### src/hw/home_timing_cfg.svh
// Purpose: offsets, field positions and reset values of the timing source block
// Assumes: APB with 32-bit data, one aligned word per register
// Notes:   byte addresses, decoded on paddr[7:0]
`ifndef HOME_TIMING_CFG_SVH
`define HOME_TIMING_CFG_SVH

`define HT_ADDR_W        8
`define HT_OFF_TIM       8'h00
`define HT_OFF_ENC       8'h04
`define HT_OFF_CTRL      8'h08
`define HT_OFF_STAT      8'h0C
`define HT_OFF_ISTAT     8'h10
`define HT_OFF_IMASK     8'h14

// factory values
`define HT_TIM_FACTORY   1'h1
`define HT_ENC_FACTORY   2'h0

// timing source select codes
`define HT_TIM_SHARED    1'h0
`define HT_TIM_SINGLE    1'h1

// bit of the timing select in its register
`define HT_TIM_BIT       0

// ctrl bits (write only, self clearing)
`define HT_CTRL_SAVE     0
`define HT_CTRL_RESET    1

// status bits
`define HT_STAT_TIM      0
`define HT_STAT_ENC_LO   4
`define HT_STAT_ENC_HI   5
`define HT_STAT_TIMING   8
`define HT_STAT_NOSRC    9

// interrupt bits
`define HT_INT_ALARM     0
`define HT_INT_EDGE      1
`define HT_INT_W         2

`endif

### src/hw/home_timing_pkg.sv
// Purpose: types shared by the timing source block
// Assumes: nothing
// Notes:   encoder codes follow the stored parameter values
package home_timing_pkg;

	// encoder source select values
	typedef enum logic [1:0] {
		ENC_NONE,
		ENC_DRIVER,
		ENC_EXTERNAL,
		ENC_SPARE
	} enc_src_t;

	// apb answer phases
	typedef enum logic [1:0] {
		BUS_IDLE,
		BUS_ANSWER,
		BUS_DONE
	} bus_state_t;

endpackage

### src/hw/home_timing_source_select.sv
// What this block does
// - select zero takes the shared path
// - select one takes single-ended input; factory one
// - new select applies only after save, reset
// - select writable immediately, read-only from sequences
// - encoder one driver, two external index
// - external index only on shared path
// - single-ended select ignores encoder source
// - both zero plus timed home seek alarms
//
// Purpose: chooses the timing signal used by mechanical home seeking
// Assumes: pins pass two flip-flops; seek and sequence inputs are pclk logic
// Notes:   the save area lives in flops that only presetn returns to factory values
//          a new select reaches the pins only through a CTRL reset
//          pins take three edges to reach timing_signal
//          encoder value 3 selects nothing and raises no alarm
//          one wait state on every APB access, then one idle cycle
`timescale 1ns/1ns
`include "home_timing_cfg.svh"
module home_timing_source_select
	import home_timing_pkg::*;
#(
	parameter int ENC_W = 2
) (
	input  wire logic        pclk,
	input  wire logic        presetn,
	input  wire logic        psel,
	input  wire logic        penable,
	input  wire logic        pwrite,
	input  wire logic [31:0] paddr,
	input  wire logic [31:0] pwdata,
	output logic      [31:0] prdata,
	output logic             pready,
	output logic             pslverr,
	input  wire logic        seq_access,
	input  wire logic        diff_driver_timing_input,
	input  wire logic        single_ended_timing_input,
	input  wire logic        ext_encoder_index_input,
	input  wire logic        home_seek_negative,
	input  wire logic        home_seek_positive,
	input  wire logic        home_seek_type,
	output logic             timing_signal,
	output logic             system_alarm,
	output logic             irq
);

	////////////////////////////////////////////////////////////////////////////
	// parameter check

	generate
		if (ENC_W != 2)
		begin : g_bad_width
			$error("encoder source field must be two bits wide");
		end
		if (`HT_STAT_ENC_HI - `HT_STAT_ENC_LO + 1 != ENC_W)
		begin : g_bad_status
			$error("status encoder field does not match the encoder width");
		end
		if ((`HT_INT_ALARM >= `HT_INT_W) || (`HT_INT_EDGE >= `HT_INT_W))
		begin : g_bad_int
			$error("interrupt bits must lie inside the status word");
		end
		if (`HT_ADDR_W < $clog2(`HT_OFF_IMASK + 1))
		begin : g_bad_addr
			$error("address decode too narrow for the register map");
		end
	endgenerate

	////////////////////////////////////////////////////////////////////////////
	// pin synchronisers

	logic [2:0] pins_sync;

	sync2 #(
		.WIDTH (3)
	) u_pin_sync (
		.pclk     (pclk),
		.presetn  (presetn),
		.async_in ({ext_encoder_index_input,
		            single_ended_timing_input,
		            diff_driver_timing_input}),
		.sync_out (pins_sync)
	);

	logic diff_s;
	logic single_s;
	logic ext_s;

	// synchronised pin levels
	assign diff_s   = pins_sync[0];
	assign single_s = pins_sync[1];
	assign ext_s    = pins_sync[2];

	////////////////////////////////////////////////////////////////////////////
	// state

	typedef struct packed {
		bus_state_t             bus;
		logic [31:0]            rdata;
		logic                   err;
		logic                   tim_wr;
		logic [ENC_W-1:0]       enc_wr;
		logic                   tim_saved;
		logic [ENC_W-1:0]       enc_saved;
		logic                   tim_act;
		logic [ENC_W-1:0]       enc_act;
		logic                   timing;
		logic                   alarm;
		logic [`HT_INT_W-1:0]   istat;
		logic [`HT_INT_W-1:0]   imask;
		logic                   irq;
		logic                   ready;
	} state_t;

	state_t state_reg;
	state_t state_next;

	////////////////////////////////////////////////////////////////////////////
	// combinational helpers

	logic             diff_or_ext_index_path;
	logic             sel_timing;
	logic             no_source;
	logic             seek_start;
	logic             commit;
	logic [`HT_ADDR_W-1:0] addr8;
	logic [31:0]           rd_word;
	logic                  addr_ok;
	logic                  wr_refused;
	logic [ENC_W-1:0]      enc_field;
	logic                  wr_ok;
	logic                  wr_istat;
	logic [`HT_INT_W-1:0]  istat_set;
	logic [`HT_INT_W-1:0]  istat_clr;
	wire  [`HT_INT_W-1:0]  istat_upd;

	assign addr8     = paddr[`HT_ADDR_W-1:0];
	assign enc_field = pwdata[ENC_W-1:0];

	// shared path picks driver or external index
	always_comb
	begin
		case (enc_src_t'(state_reg.enc_act))
			ENC_DRIVER:   diff_or_ext_index_path = diff_s;
			ENC_EXTERNAL: diff_or_ext_index_path = ext_s;
			default:      diff_or_ext_index_path = 1'b0;
		endcase
	end

	// final timing source, only the active copy steers it
	always_comb
	begin
		if (state_reg.tim_act == `HT_TIM_SINGLE)
			sel_timing = single_s;
		else
			sel_timing = diff_or_ext_index_path;
	end

	// neither path configured
	assign no_source = (state_reg.tim_act == `HT_TIM_SHARED) &&
	                   (state_reg.enc_act == ENC_W'(ENC_NONE));

	// home seek launched with a timed home type
	assign seek_start = (home_seek_negative || home_seek_positive) &&
	                    home_seek_type;

	// access phase completing this cycle
	assign commit = psel && penable && (state_reg.bus == BUS_ANSWER);

	// address decode and read mux
	always_comb
	begin
		addr_ok = 1'b1;
		rd_word = 32'h0000_0000;
		case (addr8)
			`HT_OFF_TIM:
				rd_word[`HT_TIM_BIT] = state_reg.tim_wr;
			`HT_OFF_ENC:
				rd_word[ENC_W-1:0] = state_reg.enc_wr;
			`HT_OFF_CTRL:
				rd_word = 32'h0000_0000;
			`HT_OFF_STAT:
			begin
				rd_word[`HT_STAT_TIM]                   = state_reg.tim_act;
				rd_word[`HT_STAT_ENC_HI:`HT_STAT_ENC_LO] = state_reg.enc_act;
				rd_word[`HT_STAT_TIMING]                = state_reg.timing;
				rd_word[`HT_STAT_NOSRC]                 = no_source;
			end
			`HT_OFF_ISTAT:
				rd_word[`HT_INT_W-1:0] = state_reg.istat;
			`HT_OFF_IMASK:
				rd_word[`HT_INT_W-1:0] = state_reg.imask;
			default:
				addr_ok = 1'b0;
		endcase
	end

	// sequences may read but never change the select parameters
	assign wr_refused = pwrite && seq_access &&
	                    ((addr8 == `HT_OFF_TIM) || (addr8 == `HT_OFF_ENC) ||
	                     (addr8 == `HT_OFF_CTRL));

	////////////////////////////////////////////////////////////////////////////
	// write strobes

	// writes land at the edge that samples pready high
	assign wr_ok    = commit && pwrite && addr_ok && !wr_refused;
	assign wr_istat = wr_ok && (addr8 == `HT_OFF_ISTAT);

	////////////////////////////////////////////////////////////////////////////
	// interrupt status

	// events that raise a status bit
	always_comb
	begin
		istat_set                = '0;
		istat_set[`HT_INT_ALARM] = seek_start && no_source;
		istat_set[`HT_INT_EDGE]  = sel_timing && !state_reg.timing;
	end

	// write one to clear
	assign istat_clr = wr_istat ? pwdata[`HT_INT_W-1:0] : '0;

	// per bit sticky update, an event in the clear cycle wins
	genvar gi;
	generate
		for (gi = 0; gi < `HT_INT_W; gi = gi + 1)
		begin : g_istat
			assign istat_upd[gi] = istat_set[gi] || (state_reg.istat[gi] && !istat_clr[gi]);
		end
	endgenerate

	////////////////////////////////////////////////////////////////////////////
	// next state

	always_comb
	begin
		state_next = state_reg;

		// apb handshake: one wait state, then pready
		case (state_reg.bus)
			BUS_IDLE:
			begin
				if (psel && penable)
				begin
					state_next.bus   = BUS_ANSWER;
					state_next.rdata = pwrite ? 32'h0000_0000 : rd_word;
					state_next.err   = !addr_ok || wr_refused;
				end
			end
			BUS_ANSWER:
			begin
				state_next.bus = BUS_DONE;
				state_next.err = 1'b0;   // error stands with pready only
			end
			BUS_DONE:
			begin
				state_next.bus = BUS_IDLE;
				state_next.err = 1'b0;
			end
			default:
				state_next.bus = BUS_IDLE;
		endcase

		// pready is a flop of its own, high for the answer cycle
		state_next.ready = (state_next.bus == BUS_ANSWER);

		// TIM and ENC writes land only in the written copies
		if (wr_ok)
		begin
			case (addr8)
				`HT_OFF_TIM:
					state_next.tim_wr = pwdata[`HT_TIM_BIT];
				`HT_OFF_ENC:
					state_next.enc_wr = enc_field;
				`HT_OFF_CTRL:
				begin
					if (pwdata[`HT_CTRL_SAVE])
					begin
						state_next.tim_saved = state_reg.tim_wr;
						state_next.enc_saved = state_reg.enc_wr;
					end
					if (pwdata[`HT_CTRL_RESET])
					begin
						// reset applies what was saved, save first if both
						state_next.tim_act = pwdata[`HT_CTRL_SAVE] ?
						                     state_reg.tim_wr : state_reg.tim_saved;
						state_next.enc_act = pwdata[`HT_CTRL_SAVE] ?
						                     state_reg.enc_wr : state_reg.enc_saved;
						state_next.tim_wr  = state_next.tim_act;
						state_next.enc_wr  = state_next.enc_act;
					end
				end
				`HT_OFF_IMASK:
					state_next.imask = pwdata[`HT_INT_W-1:0];
				default:
					state_next.imask = state_reg.imask;
			endcase
		end

		// registered timing output
		state_next.timing = sel_timing;

		// sticky status bits from the per bit update
		state_next.istat = istat_upd;

		// alarm follows its sticky status bit
		state_next.alarm = state_next.istat[`HT_INT_ALARM];

		// one level interrupt
		state_next.irq = |(state_next.istat & state_next.imask);
	end

	////////////////////////////////////////////////////////////////////////////
	// state register

	always_ff @(posedge pclk or negedge presetn)
	begin
		if (!presetn)
		begin
			state_reg           <= '0;
			state_reg.bus       <= BUS_IDLE;
			state_reg.tim_wr    <= `HT_TIM_FACTORY;
			state_reg.tim_saved <= `HT_TIM_FACTORY;
			state_reg.tim_act   <= `HT_TIM_FACTORY;
			state_reg.enc_wr    <= `HT_ENC_FACTORY;
			state_reg.enc_saved <= `HT_ENC_FACTORY;
			state_reg.enc_act   <= `HT_ENC_FACTORY;
		end
		else
		begin
			state_reg <= state_next;
		end
	end

	////////////////////////////////////////////////////////////////////////////
	// outputs straight from the state register

	assign prdata        = state_reg.rdata;
	assign pready        = state_reg.ready;
	assign pslverr       = state_reg.err;

	// block outputs
	assign timing_signal = state_reg.timing;
	assign system_alarm  = state_reg.alarm;
	assign irq           = state_reg.irq;

endmodule

### src/hw/sync2.sv
// Purpose: two flip-flop synchroniser for pin levels
// Assumes: inputs come from outside the pclk domain
// Notes:   the first stage is read by the second only
`timescale 1ns/1ns
module sync2 #(
	parameter int WIDTH = 1
) (
	input  wire logic             pclk,
	input  wire logic             presetn,
	input  wire logic [WIDTH-1:0] async_in,
	output logic      [WIDTH-1:0] sync_out
);

	////////////////////////////////////////////////////////////////////////////
	// parameter check

	generate
		if (WIDTH < 1)
		begin : g_bad_width
			$error("synchroniser must be at least one bit wide");
		end
	endgenerate

	////////////////////////////////////////////////////////////////////////////
	// state

	// both capture stages in one state word
	typedef struct packed {
		logic [WIDTH-1:0] meta;
		logic [WIDTH-1:0] stable;
	} sync_state_t;

	sync_state_t state_reg;
	sync_state_t state_next;

	// first stage takes the pin, second takes the first stage only
	always_comb
	begin
		state_next        = state_reg;
		state_next.meta   = async_in;
		state_next.stable = state_reg.meta;
	end

	// two stage capture
	always_ff @(posedge pclk or negedge presetn)
	begin
		if (!presetn)
		begin
			state_reg <= '0;
		end
		else
		begin
			state_reg <= state_next;
		end
	end

	// settled level
	assign sync_out = state_reg.stable;

endmodule

### config.mk
export PLATFORM = sky130hd
export DESIGN_NAME = home_timing_source_select
export DESIGN_NICKNAME = d
export VERILOG_FILES = /design/src/hw/home_timing_pkg.sv /design/src/hw/home_timing_source_select.sv /design/src/hw/sync2.sv
export VERILOG_INCLUDE_DIRS = /design/src /design/src/hw
export SDC_FILE = /design/constraint.sdc
export NUM_CORES = 1
export LEC_CHECK = 0
export ABC_AREA = 1
export ABC_CLOCK_PERIOD_IN_PS = 1600
export BUFFER_PORTS_ARGS = -buffer_cell sky130_fd_sc_hd__buf_2
export CORE_ASPECT_RATIO = 1.5
export CORE_MARGIN = 4
export CORE_UTILIZATION = 30
export DETAILED_ROUTE_END_ITERATION = 10
export PLACE_DENSITY_LB_ADDON = 0.3
export SYNTH_ARGS = -nofsm -noshare
export SYNTH_HDL_FRONTEND = slang
export SYNTH_HIERARCHICAL = 1
export SYNTH_SLANG_ARGS = --single-unit
### constraint.sdc
create_clock -name pclk -period 1.6 [get_ports pclk]
set_input_delay 0.48 -clock pclk [delete_from_list [all_inputs] [get_ports pclk]]
set_output_delay 0.48 -clock pclk [all_outputs]
set_load 0.02 [all_outputs]
==> flow_metrics.tcl <==
set metrics [dict create \
    clock-skew-final_ns 0.00231 \
    grt_max_degree 17 \
    busiest_layer "met2" \
    crit_top_cell "inv_1" \
    gp_congestion 0.805 \
    post-route-cell-area_mm2 0.00225 \
    netlist_area_mm2 0.00191 \
    hold_buffers 0 \
    drt-initial-drc-count 94 \
    hold_path.class "input pin to asynchronous set/reset pin" \
    setup_slack_ns 0.149 \
    total_power_mw 2.00 \
    post-route-util 0.364 \
    layout_common_cells "nand2_1, buf_2, dfrtp_1, conb_1, inv_1" \
    io_buffers 32 \
    die-height_um 106 \
    insertedDiodeCount 0 \
    dpl.hpwl_um 3130 \
    worst_setup_path_start_kind "flip-flop" \
    final_max_slew_viol_count 0 \
    p_leak_nw 1.19 \
    worstSetupPathDepth 7 \
    grtUsageMet1 0.111 \
    htreeDepth 2 \
    num_vias 1527 \
    status "complete, no violations" \
    drive_above_1_share 0.301 \
    synth_top_area_frac 0.366 \
    antenna_found_initial 0 \
    fill_cells 651 \
    crit_required_ns 1.77 \
    cts_tree "yes" \
    arrival_ns 1.62 \
    wl_per_cell_um 10.5 \
    die_area_mm2 0.00774 \
    timing.fmax_ghz 0.689 \
    ys_seq_area_frac 0.407 \
    fin_hold_ws_ns 0.115 \
    hold_violations 0 \
    area_growth_pct 17.5 \
    clkSlewWorstSetupHoldPaths_ns 0.06 \
    cts_root_buf "clkbuf_8" \
    postRouteAntennaNets 0 \
    yosysTopAreaCell "dfrtp_1" \
    crit_buf_inv 4 \
    grtUsageTotal 0.106 \
    rsz0062_at_grt "false" \
    clk_latency_ns 0.28 \
    synth-seq-cells 31 \
    remaining_drc_errors 0 \
    ctsLongestPathBuffers 2 \
    cp_max_fo 6 \
    synth_cells 237 \
    finalSetupTns_ns 0 \
    syn_avg_cell_area_um2 8.07 \
    grt_pass1_wl_um 6380 \
    dp.cells 348 \
    io_pins 113 \
    crit_type "flip-flop to flip-flop" \
    global_route.usage.met2 0.191 \
    crit_family "flip-flops" \
    drv_cap 0 \
    routed_wl_um 3750 \
    synth_area_leaders "dfrtp_1, nand2_1, buf_4, dfstp_2, ha_1" \
    yosysWarnings 6 \
    clock_sinks 31 \
    first_pass_iters 4 \
    numCtsBuffers 5 \
    final_nets 363 \
    setup_viol 0 \
    r2r_cells 7 \
    synth.distinct_cells 27 \
    crit_slowest_cell "dfrtp_1" \
    finalCriticalPeriod_ns 1.45 \
    vdd_drop_max_mv 0.273 \
    dp_slack_ns -0.0436 \
    layout.cells.non_filler 356 \
    grt_pass1_vias 1465 \
    via_per_inst 4.29 \
    place_area_mm2 0.00212 \
    p_per_area_mw_per_mm2 891 \
    dieWidth_um 73.2 \
    cp_cell_sequence "inv_1, ha_1, inv_1, nor2_1, inv_2, buf_4, a22o_1" \
    cpPeakStageDelay_ns 0.40 \
    largest_reg_flops 15 \
    grt_overflow 0 \
    start_util 0.310 \
    met3_usage 0.0248 \
    core_area_mm2 0.00617 \
    end_kind "flip-flop" \
    timing.final.crit_share 0.907 \
    layout_commonest_cell "nand2_1" \
    num_rows 35 \
]
[report_power, final]
part	total [mW]	leakage [nW]	internal [mW]	switching, mW
registers	0.853	0.393	0.833	0.0199
logic	0.360	0.732	0.118	0.242
clock network	0.788	0.0612	0.503	0.285
[per-layer routing]
layer  up-vias  wire [um]
li1        784          -
met1       696       1380
met2        40       2070
met3         7        227
met4         0         82
met5         -          0
[Yosys cell counts (all sizes together)]
cell     count
nand3b       1
o21ai       13
a211oi       1
ha           6
o2111ai      1
nand3        8
inv         21
nand4        8
dfstp        3
o2bb2ai      1
a21oi        2
buf         33
a22o         3
nor2        27
dfrtp       28
conb         1
nand2       79
nor3         1
[kinds of logic (layout without fill, tap and decap cells)]
family | count (synthesis) | after routing | share of synthesized area
AOI/OAI and AO/OA | 21 | 21 | 0.0680
and+or+nand+nor | 124 | 124 | 0.314
adders and majority gates | 6 | 6 | 0.0392
buffers and inverters | 54 | 74 | 0.169
other | 1 | 26 | 0.00196
DFF | 31 | 31 | 0.407
[final timing paths]
| check | startpoint | slack, ns | to |
|---|---|---|---|
| min reg2reg | u_pin_sync/state_next[1] | 0.35 | u_pin_sync/sync_out[1] |
| max in group asynchronous | presetn | 0.99 | state_reg[13] |
| max | state_reg[50] | 0.15 | prdata[1] |
| min | presetn | 0.12 | prdata[8] |
| max reg2reg | state_reg[50] | 0.15 | prdata[1] |
| min in group pclk | diff_driver_timing_input | 0.30 | u_pin_sync/state_next[0] |
[layout make-up]
type / count / area (um^2) / share of cell area
clock buffer: 6 / 82.6 / 0.0367
clock inverter: 2 / 35.0 / 0.0156
inverter: 21 / 78.8 / 0.0351
multi-input combinational: 177 / 908 / 0.404
sequential: 31 / 779 / 0.347
tap: 74 / 92.6 / 0.0412
timing repair buffer: 45 / 270 / 0.120
[worst register-to-register path, cell delays in order, from the launching register on]
cell	delay [ns]
dfrtp_1	0.40
inv_1	0.11
ha_1	0.17
inv_1	0.07
nor2_1	0.17
inv_2	0.06
buf_4	0.15
a22o_1	0.22
[repair_timing]
action,4_1_cts,5_1_grt
setup buffers,0,0
setup endpoints to repair,0,2
gates resized for setup,0,2
(Power assumes the default switching activity.)
